--- src/core/dbg_defines.svh ---
`ifndef DBG_DEFINES_SVH
`define DBG_DEFINES_SVH

// Register indices; byte address is four times the index
`define DBG_IDX_THIRD_PINS  8'h07
`define DBG_IDX_FOURTH_PINS 8'h08
`define DBG_IDX_THIRD_DIR   8'h87
`define DBG_IDX_FOURTH_DIR  8'h88
`define DBG_IDX_CONFIG      8'h40
`define DBG_ADDR_W          12
`define DBG_BYTE_ADDR(i)    ({2'h0, (i), 2'h0})

// Reset values
`define DBG_DIR_RESET       8'hFF
`define DBG_LATCH_POR       8'h00
`define DBG_PULLUP_RESET    8'hFF
`define DBG_PU_GLOBAL_RESET 1'h0

// Field positions
`define DBG_FORCED_MSB      7
`define DBG_FORCED_LSB      6
`define DBG_FORCED_ONES     2'h3
`define DBG_CFG_OSC_MSB     1
`define DBG_CFG_OSC_LSB     0
`define DBG_CFG_PU_MSB      15
`define DBG_CFG_PU_LSB      8
`define DBG_CFG_PU_GLOBAL   16
`define DBG_SERIAL_PIN      6
`define DBG_BIAS_MSB        2
`define DBG_BIAS_LSB        0

// Bus responses
`define DBG_RESP_OKAY       2'h0
`define DBG_RESP_SLVERR     2'h2

`endif

--- src/core/dbg_pkg.sv ---
package dbg_pkg;

  // Oscillator selection; code 2 is the RC or internal mode
  typedef enum logic [1:0] {
    dbg_osc_low_power  = 2'h0,
    dbg_osc_crystal    = 2'h1,
    dbg_osc_high_speed = 2'h3,
    dbg_osc_rc         = 2'h2
  } dbg_osc_type;

endpackage

--- src/core/dbg_gpio_top.sv ---
// Function
// - Third port: eight Schmitt-input bidirectional pins
// - Latch write drives pins set as outputs
// - Third direction bit one is input
// - Oscillator crystal modes: third direction 7:6 read one
// - Data read returns sampled pin levels
// - Pin six: serial, then synchronous port, latch
// - Fourth port: eight individually directed Schmitt pins
// - Fourth direction bit one is input
// - Oscillator crystal modes: fourth direction 7:6 read one
// - Power reset clears latches; others keep them
// - Third port registers at 07h, 87h
// - Fourth port registers at 08h, 88h
// - LCD configuration decides pin drive ownership
// - Third pins 0-2 may be bias inputs
// - Second port pull-up off on outputs
`include "dbg_defines.svh"

module dbg_gpio_top (
  input  wire logic                   aclk,
  input  wire logic                   aresetn,
  input  wire logic                   por_reset,
  input  wire logic [`DBG_ADDR_W-1:0] awaddr,
  input  wire logic [2:0]             awprot,
  input  wire logic                   awvalid,
  output logic                        awready,
  input  wire logic [31:0]            wdata,
  input  wire logic [3:0]             wstrb,
  input  wire logic                   wvalid,
  output logic                        wready,
  output logic [1:0]                  bresp,
  output logic                        bvalid,
  input  wire logic                   bready,
  input  wire logic [`DBG_ADDR_W-1:0] araddr,
  input  wire logic [2:0]             arprot,
  input  wire logic                   arvalid,
  output logic                        arready,
  output logic [31:0]                 rdata,
  output logic [1:0]                  rresp,
  output logic                        rvalid,
  input  wire logic                   rready,
  input  wire logic [7:0]             third_pin_in,
  output logic [7:0]                  third_pin_out,
  output logic [7:0]                  third_pin_oe,
  input  wire logic [7:0]             fourth_pin_in,
  output logic [7:0]                  fourth_pin_out,
  output logic [7:0]                  fourth_pin_oe,
  input  wire logic [7:0]             third_periph_en,
  input  wire logic [7:0]             third_periph_out,
  input  wire logic                   usart_tx_en,
  input  wire logic                   usart_tx_out,
  input  wire logic                   synchronous_serial_port_en,
  input  wire logic                   synchronous_serial_port_out,
  input  wire logic [7:0]             third_lcd_seg_en,
  input  wire logic                   lcd_bias_input_en,
  input  wire logic [7:0]             fourth_periph_en,
  input  wire logic [7:0]             fourth_periph_out,
  input  wire logic [7:0]             fourth_lcd_seg_en,
  input  wire logic [7:0]             second_port_direction,
  output logic [7:0]                  weak_pullup_on
);

  localparam logic [`DBG_ADDR_W-1:0] A_THIRD_PINS  = `DBG_BYTE_ADDR(`DBG_IDX_THIRD_PINS);
  localparam logic [`DBG_ADDR_W-1:0] A_FOURTH_PINS = `DBG_BYTE_ADDR(`DBG_IDX_FOURTH_PINS);
  localparam logic [`DBG_ADDR_W-1:0] A_THIRD_DIR   = `DBG_BYTE_ADDR(`DBG_IDX_THIRD_DIR);
  localparam logic [`DBG_ADDR_W-1:0] A_FOURTH_DIR  = `DBG_BYTE_ADDR(`DBG_IDX_FOURTH_DIR);
  localparam logic [`DBG_ADDR_W-1:0] A_CONFIG      = `DBG_BYTE_ADDR(`DBG_IDX_CONFIG);

  logic                   aw_held_ff;
  logic [`DBG_ADDR_W-1:0] aw_addr_ff;
  logic                   w_held_ff;
  logic [31:0]            w_data_ff;
  logic [3:0]             w_strb_ff;
  logic                   bvalid_ff;
  logic [1:0]             bresp_ff;
  logic                   rvalid_ff;
  logic [31:0]            rdata_ff;
  logic [1:0]             rresp_ff;
  dbg_pkg::dbg_osc_type   osc_ff;
  logic [7:0]             pullup_en_ff;
  logic                   pullup_global_ff;

  logic [7:0] third_latch;
  logic [7:0] third_dir;
  logic [7:0] third_sync;
  logic [7:0] fourth_latch;
  logic [7:0] fourth_dir;
  logic [7:0] fourth_sync;

  // Write channel: address and data are taken in either order
  wire                   aw_hs    = awvalid && awready;
  wire                   w_hs     = wvalid && wready;
  wire                   have_aw  = aw_held_ff || aw_hs;
  wire                   have_w   = w_held_ff || w_hs;
  wire                   commit   = have_aw && have_w && !bvalid_ff;
  wire [`DBG_ADDR_W-1:0] wr_addr  = aw_held_ff ? aw_addr_ff : awaddr;
  wire [31:0]            wr_data  = w_held_ff ? w_data_ff : wdata;
  wire [3:0]             wr_strb  = w_held_ff ? w_strb_ff : wstrb;
  wire                   wr_lane0 = commit && wr_strb[0];

  wire wr_third_pins  = wr_lane0 && (wr_addr == A_THIRD_PINS);
  wire wr_third_dir   = wr_lane0 && (wr_addr == A_THIRD_DIR);
  wire wr_fourth_pins = wr_lane0 && (wr_addr == A_FOURTH_PINS);
  wire wr_fourth_dir  = wr_lane0 && (wr_addr == A_FOURTH_DIR);
  wire wr_config      = commit && (wr_addr == A_CONFIG);
  wire wr_mapped      = (wr_addr == A_THIRD_PINS) || (wr_addr == A_THIRD_DIR) || (wr_addr == A_FOURTH_PINS) ||
                        (wr_addr == A_FOURTH_DIR) || (wr_addr == A_CONFIG);

  // At most one write in flight; a pending response blocks both channels
  assign awready = !aw_held_ff && !bvalid_ff;
  assign wready  = !w_held_ff && !bvalid_ff;
  assign bvalid  = bvalid_ff;
  assign bresp   = bresp_ff;

  always_ff @(posedge aclk) begin
    if (!aresetn) begin
      aw_held_ff <= 1'b0;
      aw_addr_ff <= '0;
      w_held_ff  <= 1'b0;
      w_data_ff  <= '0;
      w_strb_ff  <= '0;
      bvalid_ff  <= 1'b0;
      bresp_ff   <= `DBG_RESP_OKAY;
    end else begin
      if (commit) begin
        aw_held_ff <= 1'b0;
        w_held_ff  <= 1'b0;
        bvalid_ff  <= 1'b1;
        bresp_ff   <= wr_mapped ? `DBG_RESP_OKAY : `DBG_RESP_SLVERR;
      end else begin
        if (aw_hs) begin
          aw_held_ff <= 1'b1;
          aw_addr_ff <= awaddr;
        end
        if (w_hs) begin
          w_held_ff <= 1'b1;
          w_data_ff <= wdata;
          w_strb_ff <= wstrb;
        end
        if (bvalid_ff && bready) begin
          bvalid_ff <= 1'b0;
        end
      end
    end
  end

  // Own configuration word: oscillator mode and second-port pull-ups
  always_ff @(posedge aclk) begin
    if (!aresetn) begin
      osc_ff           <= dbg_pkg::dbg_osc_rc;
      pullup_en_ff     <= `DBG_PULLUP_RESET;
      pullup_global_ff <= `DBG_PU_GLOBAL_RESET;
    end else if (wr_config) begin
      if (wr_strb[0]) begin
        osc_ff <= dbg_pkg::dbg_osc_type'(wr_data[`DBG_CFG_OSC_MSB:`DBG_CFG_OSC_LSB]);
      end
      if (wr_strb[1]) begin
        pullup_en_ff <= wr_data[`DBG_CFG_PU_MSB:`DBG_CFG_PU_LSB];
      end
      if (wr_strb[2]) begin
        pullup_global_ff <= wr_data[`DBG_CFG_PU_GLOBAL];
      end
    end
  end

  dbg_port_lane #(
    .W (8)
  ) u_third (
    .aclk      (aclk),
    .aresetn   (aresetn),
    .por_reset (por_reset),
    .latch_we  (wr_third_pins),
    .dir_we    (wr_third_dir),
    .wr_data   (wr_data[7:0]),
    .pin_in    (third_pin_in),
    .latch_q   (third_latch),
    .dir_q     (third_dir),
    .pin_sync  (third_sync)
  );

  dbg_port_lane #(
    .W (8)
  ) u_fourth (
    .aclk      (aclk),
    .aresetn   (aresetn),
    .por_reset (por_reset),
    .latch_we  (wr_fourth_pins),
    .dir_we    (wr_fourth_dir),
    .wr_data   (wr_data[7:0]),
    .pin_in    (fourth_pin_in),
    .latch_q   (fourth_latch),
    .dir_q     (fourth_dir),
    .pin_sync  (fourth_sync)
  );

  // Crystal-type oscillators own the top two pins, so their directions read as inputs
  wire       osc_forced     = (osc_ff != dbg_pkg::dbg_osc_rc);
  wire [7:0] third_dir_rd   = osc_forced ? {`DBG_FORCED_ONES, third_dir[5:0]} : third_dir;
  wire [7:0] fourth_dir_rd  = osc_forced ? {`DBG_FORCED_ONES, fourth_dir[5:0]} : fourth_dir;
  wire [31:0] config_rd     = {15'h0, pullup_global_ff, pullup_en_ff, 6'h0, osc_ff};

  wire [31:0] rd_mux =
    (araddr == A_THIRD_PINS)  ? {24'h0, third_sync} :
    (araddr == A_FOURTH_PINS) ? {24'h0, fourth_sync} :
    (araddr == A_THIRD_DIR)   ? {24'h0, third_dir_rd} :
    (araddr == A_FOURTH_DIR)  ? {24'h0, fourth_dir_rd} :
    (araddr == A_CONFIG)      ? config_rd : 32'h0;
  wire rd_mapped = (araddr == A_THIRD_PINS) || (araddr == A_FOURTH_PINS) || (araddr == A_THIRD_DIR) ||
                   (araddr == A_FOURTH_DIR) || (araddr == A_CONFIG);
  wire ar_hs     = arvalid && arready;

  assign arready = !rvalid_ff;
  assign rvalid  = rvalid_ff;
  assign rdata   = rdata_ff;
  assign rresp   = rresp_ff;

  always_ff @(posedge aclk) begin
    if (!aresetn) begin
      rvalid_ff <= 1'b0;
      rdata_ff  <= '0;
      rresp_ff  <= `DBG_RESP_OKAY;
    end else if (ar_hs) begin
      rvalid_ff <= 1'b1;
      rdata_ff  <= rd_mux;
      rresp_ff  <= rd_mapped ? `DBG_RESP_OKAY : `DBG_RESP_SLVERR;
    end else if (rready) begin
      rvalid_ff <= 1'b0;
    end
  end

  // Pad drive; LCD ownership and bias inputs take the digital driver off
  wire [7:0] third_bias = lcd_bias_input_en ? 8'h07 : 8'h00;
  wire [7:0] third_off  = third_lcd_seg_en | third_bias;
  wire [7:0] third_gp_oe  = ~third_off & (third_periph_en | ~third_dir);
  wire [7:0] third_gp_out = (third_periph_en & third_periph_out) | (~third_periph_en & third_latch);
  wire       pin6_src = synchronous_serial_port_en ? synchronous_serial_port_out : third_latch[`DBG_SERIAL_PIN];
  wire       pin6_out = usart_tx_en ? usart_tx_out : pin6_src;
  wire       pin6_oe  = !third_off[`DBG_SERIAL_PIN] &&
                        (usart_tx_en || synchronous_serial_port_en || !third_dir[`DBG_SERIAL_PIN]);

  always_comb begin
    third_pin_out = third_gp_out;
    third_pin_oe  = third_gp_oe;
    third_pin_out[`DBG_SERIAL_PIN] = pin6_out;
    third_pin_oe[`DBG_SERIAL_PIN]  = pin6_oe;
  end

  assign fourth_pin_oe  = ~fourth_lcd_seg_en & (fourth_periph_en | ~fourth_dir);
  assign fourth_pin_out = (fourth_periph_en & fourth_periph_out) | (~fourth_periph_en & fourth_latch);

  // Pull-up would fight an output driver, so output pins never get it
  assign weak_pullup_on = {8{pullup_global_ff}} & pullup_en_ff & second_port_direction;

  a_dir_reset_ones:
    assert property (@(posedge aclk) disable iff (!aresetn)
      $rose(aresetn) |-> (third_dir == 8'hFF) && (fourth_dir == 8'hFF))
    else $error("direction not all ones after reset");

  a_latch_warm_keep:
    assert property (@(posedge aclk)
      !aresetn && !por_reset |=> $stable(third_latch) && $stable(fourth_latch))
    else $error("warm reset changed a data latch");

  a_read_sync_pins:
    assert property (@(posedge aclk) disable iff (!aresetn)
      ar_hs && (araddr == A_THIRD_PINS) |=> rdata[7:0] == $past(third_pin_in, 3))
    else $error("third port read not two-flop sampled pins");

  a_osc_dir_forced:
    assert property (@(posedge aclk) disable iff (!aresetn)
      ar_hs && osc_forced && (araddr == A_THIRD_DIR) |=> rdata[7:6] == 2'h3 && rvalid)
    else $error("third direction top bits not forced");

  a_osc_dir_fourth:
    assert property (@(posedge aclk) disable iff (!aresetn)
      ar_hs && osc_forced && (araddr == A_FOURTH_DIR) |=> rdata[7:6] == 2'h3)
    else $error("fourth direction top bits not forced");

  a_latch_drives_pin:
    assert property (@(posedge aclk) disable iff (!aresetn)
      wr_third_pins && (wr_addr == A_THIRD_PINS) ##1 (third_dir[0] == 1'b0) && !third_off[0] && !third_periph_en[0]
      |-> third_pin_oe[0] && third_pin_out[0] == $past(wr_data[0]))
    else $error("latch write not on output pin");

  a_serial_priority:
    assert property (@(posedge aclk) disable iff (!aresetn)
      usart_tx_en && synchronous_serial_port_en && !third_off[6] |->
      third_pin_oe[6] && third_pin_out[6] == usart_tx_out)
    else $error("pin six priority wrong");

  a_input_tristate:
    assert property (@(posedge aclk) disable iff (!aresetn)
      fourth_dir[3] && !fourth_periph_en[3] |-> !fourth_pin_oe[3])
    else $error("fourth input pin driven");

  a_bias_no_drive:
    assert property (@(posedge aclk) disable iff (!aresetn)
      lcd_bias_input_en |-> third_pin_oe[2:0] == 3'h0)
    else $error("bias pin driven");

  a_pullup_output_off:
    assert property (@(posedge aclk) disable iff (!aresetn)
      (weak_pullup_on & ~second_port_direction) == 8'h00)
    else $error("pull-up on output pin");

endmodule

--- src/core/dbg_port_lane.sv ---
`include "dbg_defines.svh"

module dbg_port_lane #(
  parameter int W = 8
) (
  input  wire logic         aclk,
  input  wire logic         aresetn,
  input  wire logic         por_reset,
  input  wire logic         latch_we,
  input  wire logic         dir_we,
  input  wire logic [W-1:0] wr_data,
  input  wire logic [W-1:0] pin_in,
  output logic      [W-1:0] latch_q,
  output logic      [W-1:0] dir_q,
  output logic      [W-1:0] pin_sync
);

  logic [W-1:0] latch_ff;
  logic [W-1:0] dir_ff;
  logic [W-1:0] meta_ff;
  logic [W-1:0] sync_ff;

  // Only a power-on or brown-out reset touches the latch
  always_ff @(posedge aclk) begin
    if (!aresetn) begin
      dir_ff <= W'(`DBG_DIR_RESET);
      if (por_reset) begin
        latch_ff <= W'(`DBG_LATCH_POR);
      end
    end else begin
      if (latch_we) begin
        latch_ff <= wr_data;
      end
      if (dir_we) begin
        dir_ff <= wr_data;
      end
    end
  end

  // Schmitt-buffered pins are digital here; two flops keep reads clean
  always_ff @(posedge aclk) begin
    if (!aresetn) begin
      meta_ff <= '0;
      sync_ff <= '0;
    end else begin
      meta_ff <= pin_in;
      sync_ff <= meta_ff;
    end
  end

  assign latch_q  = latch_ff;
  assign dir_q    = dir_ff;
  assign pin_sync = sync_ff;

endmodule
--- config.mk ---
export PLATFORM = sky130hd
export DESIGN_NAME = dbg_gpio_top
export DESIGN_NICKNAME = d
export VERILOG_FILES = /design/src/core/dbg_pkg.sv /design/src/core/dbg_gpio_top.sv /design/src/core/dbg_port_lane.sv
export VERILOG_INCLUDE_DIRS = /design/src /design/src/core
export SDC_FILE = /design/constraint.sdc
export NUM_CORES = 1
export LEC_CHECK = 0
export BUFFER_PORTS_ARGS = -buffer_cell sky130_fd_sc_hd__buf_2
export CAP_MARGIN = 20
export CORE_MARGIN = 5
export CORE_UTILIZATION = 44
export DETAILED_ROUTE_END_ITERATION = 8
export HOLD_SLACK_MARGIN = 0.1
export PLACE_DENSITY = 0.78
export SYNTH_ARGS = -nofsm -noshare
export SYNTH_HDL_FRONTEND = slang
export SYNTH_SLANG_ARGS = --single-unit
--- constraint.sdc ---
create_clock -name aclk -period 2.2 [get_ports aclk]
set_input_delay 0.11 -clock aclk [delete_from_list [all_inputs] [get_ports aclk]]
set_output_delay 0.11 -clock aclk [all_outputs]
set_load 0.02 [all_outputs]
**Word level (Yosys, flattened, before mapping)**

Index checks and enable logic that the tools add are counted.

- Flip-flop bits (word level): 147
- Output and inout port bits: 81

- Equal/unequal tests: 13
- Muxes and demuxes: 24
- Bitwise logic cells: 21
- Reduce and logical (&&, ||, !) cells: 44

Operators with widths:

| cell | count |
|---|---|
| 17-bit two-way mux | 6 |
| 8-bit bitwise AND | 8 |
| 8-bit two-way mux | 7 |
| 12-bit by 10-bit == test with 1-bit output, second input constant | 4 |
| 8-bit inverter | 6 |
| 8-bit bitwise OR | 4 |
| 12-bit by 5-bit == test with 1-bit output, second input constant | 2 |
| 12-bit by 6-bit == test with 1-bit output, second input constant | 2 |
| 12-bit by 9-bit == test with 1-bit output, second input constant | 2 |
| 1-bit logical AND | 15 |
| 2-bit AND reduction | 7 |
| 1-bit logical OR | 12 |
| 12-bit two-way mux | 1 |
| 8-bit by 3-bit bitwise OR with 8-bit output | 1 |
| 1-bit zero test | 6 |
| 1-bit two-way mux | 6 |
| 3-bit two-way mux | 2 |
| 2-bit nonzero test | 3 |
| 2-bit two-way mux | 2 |
| 2-bit by 1-bit != test with 1-bit output, second input constant | 2 |
| 2-bit != test, second input constant | 1 |
| 1-bit inverter | 2 |
| 2-bit OR reduction | 1 |

**Longest topological paths before layout**

Gate-level depths: netlist (run 1).

- Depth after elaboration: 10
- Mapped depth: 8
- Gate-level depth less buffers: 5

**By module**

From an unflattened synthesis (run 1), not the netlist that was laid out.

- Cells, all modules: 583
- Area, all modules: 5804.3 sq um

Modules (own cells, without submodules):

| module | times used | cells each | area each (sq um) | sequential area each (sq um) |
|---|---|---|---|---|
| dbg_gpio_top | 1 | 429 | 3769.9 | 1321.3 |
| dbg_port_lane | 2 | 77 | 1017.2 | 720.7 |

**Worst setup path before layout (run 1)**

OpenSTA, ideal clock, no wires.

- Path kind: reg-to-reg
- From: register aw_addr_ff[0]
- To: register u_fourth.latch_ff[0] (netlist: u_fourth.latch_q[0]) (enable)
- Library setup time: 0.384 ns
- Arrival: 1.825 ns
- Path slack: -0.009 ns
- Cell stages (with the launch flop): 5
- Path buffers: 0
- Cell sequence: dfxtp_1 nor4_4 mux2i_2 or3_4 o21ai_0

- Cells in the longest elaborated chain, start to end: 5

Ends and longest elaborated chain:

| element | RTL line | RTL |
|---|---|---|
| start, declared | dbg_gpio_top.sv:70 | `` logic [`DBG_ADDR_W-1:0] aw_addr_ff; `` |
| start signal, assigned | dbg_gpio_top.sv:133 | `aw_addr_ff <= awaddr;` |
| 12-bit two-way mux | dbg_gpio_top.sv:96 | `` wire [`DBG_ADDR_W-1:0] wr_addr = aw_held_ff ? aw_addr_ff : awaddr; `` |
| 12-bit by 6-bit == test with 1-bit output | dbg_gpio_top.sv:103 | `wire wr_fourth_pins = wr_lane0 && (wr_addr == A_FOURTH_PINS);` |
| 1-bit logical AND | dbg_gpio_top.sv:103 |  |
| 2-bit by 1-bit != test with 1-bit output (no line) | n/a |  |
| 2-bit AND reduction (no line) | n/a |  |
| end signal, assigned | dbg_port_lane.sv:28 | `` latch_ff <= W'(`DBG_LATCH_POR); `` |
| end signal, assigned | dbg_port_lane.sv:32 | `latch_ff <= wr_data;` |
| end, declared | dbg_port_lane.sv:18 | `logic [W-1:0] latch_ff;` |

No other way between the ends.
A chain may end at the register's enable or synchronous reset.

**Worst setup path after layout (run 1)**

- From: input awaddr[7]
- To: register u_fourth.dir_ff[4] (netlist: u_fourth.dir_q[4])

- Cells in the longest elaborated chain, start to end: 3

Ends and longest elaborated chain:

| element | RTL line | RTL |
|---|---|---|
| start, declared | dbg_gpio_top.sv:23 | `` input wire logic [`DBG_ADDR_W-1:0] awaddr, `` |
| 12-bit two-way mux | dbg_gpio_top.sv:96 |  |
| 12-bit by 10-bit == test with 1-bit output | dbg_gpio_top.sv:104 | `wire wr_fourth_dir = wr_lane0 && (wr_addr == A_FOURTH_DIR);` |
| 1-bit logical AND | dbg_gpio_top.sv:104 |  |
| end signal, assigned | dbg_port_lane.sv:26 | `` dir_ff <= W'(`DBG_DIR_RESET); `` |
| end signal, assigned | dbg_port_lane.sv:35 | `dir_ff <= wr_data;` |
| end, declared | dbg_port_lane.sv:19 | `logic [W-1:0] dir_ff;` |

No other way between the ends.

==> parameters.txt, run 1 <==
Parameter                              Value

Placement
  Hpwl dp    12.2 mm
  Total placed cells including tap cells    977
  Buffers added on ports    190
  Pre-CTS worst setup slack    approximately 0.14 ns
  Routability Congestion    0.942

Critical path
  Endpoint class of the critical path    flip-flop
  WS Path Type    in -> reg
  Crit path max-delay family    simple AND/OR/NAND/NOR gates
  Crit-path slowest cell    dlygate4sd3_1
  Maximum net fanout on the critical path    8
  Sort of element at the start of the critical path    primary input
  Count of buffering cells on the critical path with inverters included    3
  Required time at the endpoint of the critical path    2.53 ns
  Most frequent cell on the critical path    nor4_4
  Delay of the slowest cell on the worst path    approximately 0.54 ns
  Data arrival at the endpoint of the critical path    2.43 ns
  Chain of cells forming the critical path    dlygate4sd3_1, buf_2, nor4_4, mux2i_4, or3_4, nor4_4, buf_12, mux2i_1
  Worst R2R Setup Slack    0.14 ns

Detailed routing
  Number of nets with antenna violations after routing    0
  Average detailed-routed wire length per instance    about 16 microns
  Final routed wirelength across all metal layers    around 17 mm
  Residual DRC count    0
  Detailed router's first-iteration violation count    285
  Via density per instance    5.09
  Via count of the routed design    5421
  Number of search-and-repair iterations in the first detailed-routing pass    5

Outcome
  Status    finished, final reports clean

Global route
  Largest net degree at the start of global routing    53
  Total global-route track usage    a little over a fifth
  Congestion Overflow GR    0
  Number of antenna violations at the first check in global routing    4
  Global-route wire length before repair    27.3 mm
  Vias in the first global route    5465

STA
  Worst setup skew after layout    0.0192 ns
  Peak clock frequency supported by timing    approximately 480 MHz
  Final worst path period share    95.2%
  Setup repair after global routing missed its margin    no
  Sum of negative setup slack    0 ns
  Final Hold Viols    0
  Max-slew violation count    0
  Setup ws final    0.106 ns
  Post-layout minimum cycle time    ~2.1 ns
  Setup-failing EPs final    0

CTS
  H-tree depth    4
  Maximum buffer depth of the clock tree    2
  Worst-path clk slew    0.06 ns
  Number of buffers inserted to repair setup after CTS    0
  Clock net sink count    130
  TritonCTS clock tree    yes
  Root buf cell    clkbuf_16
  Source-to-sink clock delay at the later pin of the worst-skew pair    between 0.4 and 0.5 ns
  TritonCTS buffer count    17

Power
  Pwr Density    767 nW/um^2
  Power after layout    roughly 6.3 mW
  Power Internal    between 4 and 5 mW
  Net Sw Frac    23.8%
  Maximum vdd ir drop    between 0.4 and 0.5 mV
  Share of power burned in registers    40.6%
  Sw Pwr    ~1.5 mW
  Static Leak    about 3.7 nW
  Proportion of power drawn by combinational gates    13.1%
  Share of total power in the clock network    46.3%

Synthesis
  Area share of the largest cell type after synthesis    38.9%
  Main flop type after synthesis    dfxtp_1
  Number of register bits inferred by synthesis    130
  Number of instances in the synthesized netlist    620
  Count of unique library cells instantiated by Yosys    63
  Warnings from Yosys    0
  Share of the yosys chip area belonging to registers    between 40% and 50%
  Cell taking the most area after synthesis    dfxtp_1
  EDFF count, synth    16
  Largest cells by area after synthesis    dfxtp_1, mux2i_1, edfxtp_1
  Synth Cell Area    5870 sq um
  Async SR Flop Fraction    0%
  Mean instance size in the synthesized netlist    between 9 and 10 sq um

Final layout
  Commonest cells after routing, fill and taps aside    buf_2, dfxtp_1, nand2_1
  Layout-stage area growth over the synthesis result    39.4%
  Commonest non-fill, non-tap cell in the layout    buf_2
  Non-filler instance count after layout    between 1000 and 1500
  Fraction of final layout cells with drive strength greater than 1    33.5%
  Number of nets in the final layout    slightly above 1000
  Core Util, Final    between 60% and 70%
  Number of filler cells placed in the layout    1093

Floorplan
  Ports    232
  Core ar.    13100 sq um
  Vertical die dimension    roughly 130 microns
  Die Span X    between 100 and 150 microns
  Effective utilization at floorplan    44.6%
  Die Area    ~16000 sq um
  Total number of placement rows    42

Run
  Max Cap Viol    0

Min path
  Hold WC Path Type    in -> reg
metal layers:
layer / share of wire [%] / GRT usage [%] / vias to the layer above / routed length [microns]
met5: 0.075 / 0 / - / 13
met4: 2.0 / 7.33 / 2 / 349
met3: 7.1 / 6.18 / 28 / 1230
met2: 52 / 39.3 / 215 / 9020
met1: 39 / 23.7 / 2551 / 6650
li1: - / - / 2625 / -
registers in the layout, summed over array words and instances, names as in the netlist, 2 cells and up:
name	cells
u_third.dir_q	8
rdata	17
u_fourth.latch_q	8
w_data_ff	17
w_strb_ff	3
u_third.meta_ff	8
osc_ff	2
aw_addr_ff	12
u_third.pin_sync	8
u_fourth.pin_sync	8
u_third.latch_q	8
pullup_en_ff	8
u_fourth.meta_ff	8
u_fourth.dir_q	8
cells by family (layout without fill, tap and decap cells):
kind of cell,Yosys count,count (layout),share of synthesized area (%)
muxes,81,81,14.5
other,1,20,0.0639
and+or+nand+nor,240,240,21.9
AOI/OAI and AO/OA,94,94,9.56
DFF,130,130,47.1
buffers and inverters,74,325,6.80
worst register-to-register path: cells and delay by family, from the launching register on:
kind,cells,cell delay [ns]
multiplexers,2,0.33
AND/OR/NAND/NOR,3,1.12
buffers and inverters,1,0.18
flip-flops,1,0.34
layout make-up:
class | count | area [sq um] | share of cell area [%]
flip-flops and latches | 130 | 2760 | 33.8
clock buffers | 20 | 447 | 5.46
clock inverters | 12 | 163 | 1.99
multi-input cells | 432 | 2780 | 34.0
inverters | 24 | 90.1 | 1.10
well taps | 176 | 220 | 2.69
repair buffers | 269 | 1700 | 20.8
diodes | 3 | 7.51 | 0.0918
through the flow:
step,area [sq um],hold WS (ns)
5_1_grt,8170,0.169
3_5_place_dp,7000,0.309
6_report,8170,0.160
2_1_floorplan,5930,0.208
4_1_cts,8150,0.132
3_3_place_gp,7000,0.296
cells in the mapped netlist, types with 4 or more instances:
| master | n |
|---|---|
| mux2i_1 | 50 |
| nor2_1 | 57 |
| a21oi_1 | 54 |
| edfxtp_1 | 16 |
| dfxtp_1 | 114 |
| mux2_2 | 30 |
| a211oi_1 | 6 |
| clkbuf_1 | 23 |
| inv_1 | 24 |
| buf_4 | 19 |
| nand3_1 | 15 |
| o21ai_0 | 12 |
| and2_1 | 33 |
| and2_2 | 7 |
| nand2_1 | 77 |
| nor4_4 | 4 |
| and3_1 | 8 |
worst paths after layout:
| check | startpoint | endpoint | cells after the start |
|---|---|---|---|
| max reg2reg | aw_addr_ff[0]$_SDFFE_PN0P_ | u_fourth.dir_q[4]$_SDFFE_PN1P_ | 6 |
| min reg2reg | u_third.meta_ff[1]$_SDFF_PN0_ | u_third.pin_sync[1]$_SDFF_PN0_ | 1 |
| min | araddr[9] | rdata[5]$_SDFFE_PN0P_ | 3 |
| max | awaddr[7] | u_fourth.dir_q[4]$_SDFFE_PN1P_ | 8 |
power by group through the flow:
stage	Clock, mW	Combinational [mW]	Sequential [mW]
finish	2.90	0.823	2.54
floorplan	0	0.474	2.58
global placement	0	0.720	2.59
global route	3.02	0.899	2.55
CTS	2.93	0.810	2.54
detailed placement	0	0.731	2.59
repair_timing:
action	CTS	global route
gates resized for setup	0	3
endpoints found under the setup margin	0	12
hold buffers	54	0
endpoints found under the hold margin	60	0
Power figures use the tool's default switching activity.
==> run 2: changes to the inputs <==
--- a/config.mk
+++ b/config.mk
@@ -8,11 +8,13 @@
 export LEC_CHECK = 0
 export BUFFER_PORTS_ARGS = -buffer_cell sky130_fd_sc_hd__buf_2
 export CAP_MARGIN = 20
+export CELL_PAD_IN_SITES_DETAIL_PLACEMENT = 2
+export CELL_PAD_IN_SITES_GLOBAL_PLACEMENT = 2
 export CORE_MARGIN = 5
-export CORE_UTILIZATION = 44
+export CORE_UTILIZATION = 25
 export DETAILED_ROUTE_END_ITERATION = 8
 export HOLD_SLACK_MARGIN = 0.1
-export PLACE_DENSITY = 0.78
+export PLACE_DENSITY = 0.77
 export SYNTH_ARGS = -nofsm -noshare
 export SYNTH_HDL_FRONTEND = slang
 export SYNTH_SLANG_ARGS = --single-unit
==> run 2 against run 1 <==
Total power down 3.4%; wire length is 27% higher; final area increased by 1.1%; flip-flop and latch count stayed put; clock skew fell by 0.012 ns; worst hold slack worse by 0.012 ns; register-to-register slack improved by 0.02 ns; non-clock buffer count is 2 lower; largest cell class unchanged; largest power group unchanged.
==> parameters.txt, run 2 (synthesis results as in run 1) <==
Parameter                              Value

Critical path
  Maximum net fanout on the critical path    8 (unchanged)
  Delay of the slowest cell on the worst path    0.54 ns (about the same)
  Sort of element at the start of the critical path    primary input (unchanged)
  Data arrival at the endpoint of the critical path    2.43 ns (about the same)
  Worst R2R Path Depth    6 (unchanged)
  Crit path max-delay family    simple AND/OR/NAND/NOR gates (unchanged)
  Most frequent cell on the critical path    nor4_4 (unchanged)
  Crit-path slowest cell    dlygate4sd3_1 (unchanged)
  WS Path Type    in -> reg (unchanged)
  Chain of cells forming the critical path    dlygate4sd3_1, buf_2, nor4_4, mux2i_2, or3_4, nor4_4, buf_12, mux2i_1 (was dlygate4sd3_1, buf_2, nor4_4, mux2i_4, or3_4, nor4_4, buf_12, mux2i_1)
  Required time at the endpoint of the critical path    2.54 ns (was 2.53 ns)
  Instance count on the critical path    8 (unchanged)
  Endpoint class of the critical path    flip-flop (unchanged)
  Count of buffering cells on the critical path with inverters included    3 (unchanged)

STA
  Worst setup skew after layout    0.00759 ns (was 0.0192 ns)
  Transition time of the tightest slew-check pin    0.498 ns
  Worst slack on hold paths    0.149 ns (was 0.160 ns)
  Final worst path period share    95.0% (was 95.2%)
  Sum of negative setup slack    0 ns (unchanged)
  Max-slew violation count    0 (unchanged)
  Post-layout minimum cycle time    2.09 ns (about the same)
  Setup repair after global routing missed its margin    no (unchanged)
  Peak clock frequency supported by timing    478 MHz (was 477 MHz)
  Setup-failing EPs final    0 (unchanged)
  Slew Limit Headroom    66.5%
  Final Hold Viols    0 (unchanged)

Detailed routing
  Number of search-and-repair iterations in the first detailed-routing pass    4 (was 5)
  Number of nets with antenna violations after routing    0 (unchanged)
  Final routed wirelength across all metal layers    21.8 mm (was 17.3 mm)
  Residual DRC count    0 (unchanged)
  Detailed router's first-iteration violation count    147 (was 285)
  Via density per instance    4.53 (was 5.09)
  Average detailed-routed wire length per instance    18.1 microns (was 16.2 microns)
  Via count of the routed design    5453 (was 5421)

Global route
  Global-route wire length before repair    33.7 mm (was 27.3 mm)
  Vias in the first global route    6094 (was 5465)
  Number of antenna violations at the first check in global routing    0 (was 4)
  Congestion Overflow GR    0 (unchanged)
  Total global-route track usage    16.2% (was 21.5%)
  Largest net degree at the start of global routing    38 (was 53)

Placement
  Routability Congestion    0.742 (was 0.942)
  Hpwl dp    16.0 mm (was 12.2 mm)
  Buffers added on ports    190 (unchanged)
  Total placed cells including tap cells    1119 (was 977)

Final layout
  Layout-stage area growth over the synthesis result    40.9% (was 39.4%)
  Commonest non-fill, non-tap cell in the layout    buf_2 (unchanged)
  Combined area of the multi-input logic cells    2780 sq um (unchanged)
  Fraction of final layout cells with drive strength greater than 1    33.9% (was 33.5%)
  Number of filler cells placed in the layout    2652 (was 1093)
  Number of antenna diodes    0 (was 3)
  Number of nets in the final layout    1023 (was 1025)
  Non-filler instance count after layout    1204 (was 1066)
  Commonest cells after routing, fill and taps aside    buf_2, dfxtp_1, nand2_1 (unchanged)
  FF/Latch Area    2760 sq um (unchanged)

Power
  Static Leak    3.61 nW (was 3.65 nW)
  Proportion of power drawn by combinational gates    13.9% (was 13.1%)
  Power after layout    6.05 mW (was 6.27 mW)
  Power Internal    4.37 mW (was 4.78 mW)
  Share of total power in the clock network    44.1% (was 46.3%)
  Maximum vdd ir drop    0.525 mV (was 0.409 mV)
  Sw Pwr    1.69 mW (was 1.49 mW)
  Share of power burned in registers    42.0% (was 40.6%)
  Pwr Density    733 nW/um^2 (was 767 nW/um^2)
  Net Sw Frac    27.9% (was 23.8%)

CTS
  TritonCTS clock tree    yes (unchanged)
  Worst-path clk slew    0.06 ns (about the same)
  Root buf cell    clkbuf_16 (unchanged)
  Source-to-sink clock delay at the later pin of the worst-skew pair    0.42 ns (about the same)
  Clock net sink count    130 (unchanged)
  Maximum buffer depth of the clock tree    2 (unchanged)
  H-tree depth    4 (unchanged)
  TritonCTS buffer count    17 (unchanged)

Floorplan
  Die Area    26600 sq um (was 15700 sq um)
  Ports    232 (unchanged)
  Core ar.    23300 sq um (was 13100 sq um)
  Vertical die dimension    163 microns (was 125 microns)
  Effective utilization at floorplan    25.2% (was 44.6%)
  Total number of placement rows    56 (was 42)
  Die Span X    163 microns (was 125 microns)

Run
  Max Cap Viol    0 (unchanged)

Min path
  Hold WC Path Type    in -> reg (unchanged)
  Hold Crit Depth    3 (unchanged)

Outcome
  Status    finished, final reports clean (unchanged)
run 2: cell types whose count changed in the layout (fill, tap and decap cells not counted), sizes merged, moves of 2 or more:
cell | previous run | this run
diode | 3 | 0
clkbuf | 20 | 18
inv | 24 | 31
bufinv | 4 | 0
run 2: layer usage:
layer	GRT usage, %	part of all wire (%)
met1	18.7	42
met2	30.2	52
met3	3.84	5.0
met4	4.04	1.3
met5	0	0
run 2: worst min-delay path: stages:
cell,delay [ns]
buf_2,0.20
nand3_1,0.13
a311oi_1,0.08
run 2: final timing paths:
| path | slack [ns] | startpoint | endpoint |
|---|---|---|---|
| worst min register to register | 0.43 | u_fourth.meta_ff[1]$_SDFF_PN0_ | u_fourth.pin_sync[1]$_SDFF_PN0_ |
| worst min-delay path | 0.15 | araddr[9] | rdata[5]$_SDFFE_PN0P_ |
| worst max register to register | 0.16 | aw_addr_ff[0]$_SDFFE_PN0P_ | u_fourth.dir_q[0]$_SDFFE_PN1P_ |
| worst max-delay path | 0.11 | awaddr[1] | u_fourth.dir_q[0]$_SDFFE_PN1P_ |
run 2: metrics by stage:
step / util, % / setup slack [ns] / cell area [sq um]
finish: 35.5 / 0.110 / 8270
CTS: 35.5 / 0.0108 / 8250
global route: 35.5 / 0.0148 / 8270
detailed placement: 30.8 / 0.0518 / 7160
floorplan: - / 0.0869 / 5930
global placement: 30.8 / 0.120 / 7160
run 2: power groups by stage:
stage	Combinational [mW]	Sequential (mW)	Clock, mW
after detailed placement	0.762	2.59	0
after CTS	0.845	2.54	2.73
after global placement	0.739	2.59	0
final	0.841	2.54	2.67
after global routing	0.924	2.55	2.85
after floorplan	0.474	2.58	0
run 2: cell type report:
type / instances / share of cell area [%]
inverters: 24 / 1.09
well taps: 319 / 4.83
clock inverters: 14 / 1.45
multi-input cells: 432 / 33.6
repair buffers: 267 / 20.3
clock buffers: 18 / 5.31
flip-flops and latches: 130 / 33.4
run 2: what timing repair did:
item                                   CTS  global route
hold buffers                            53             0
setup endpoints to repair                0            39
gates resized for setup                  0             4
endpoints found under the hold margin   62             0
setup buffers                            0             0
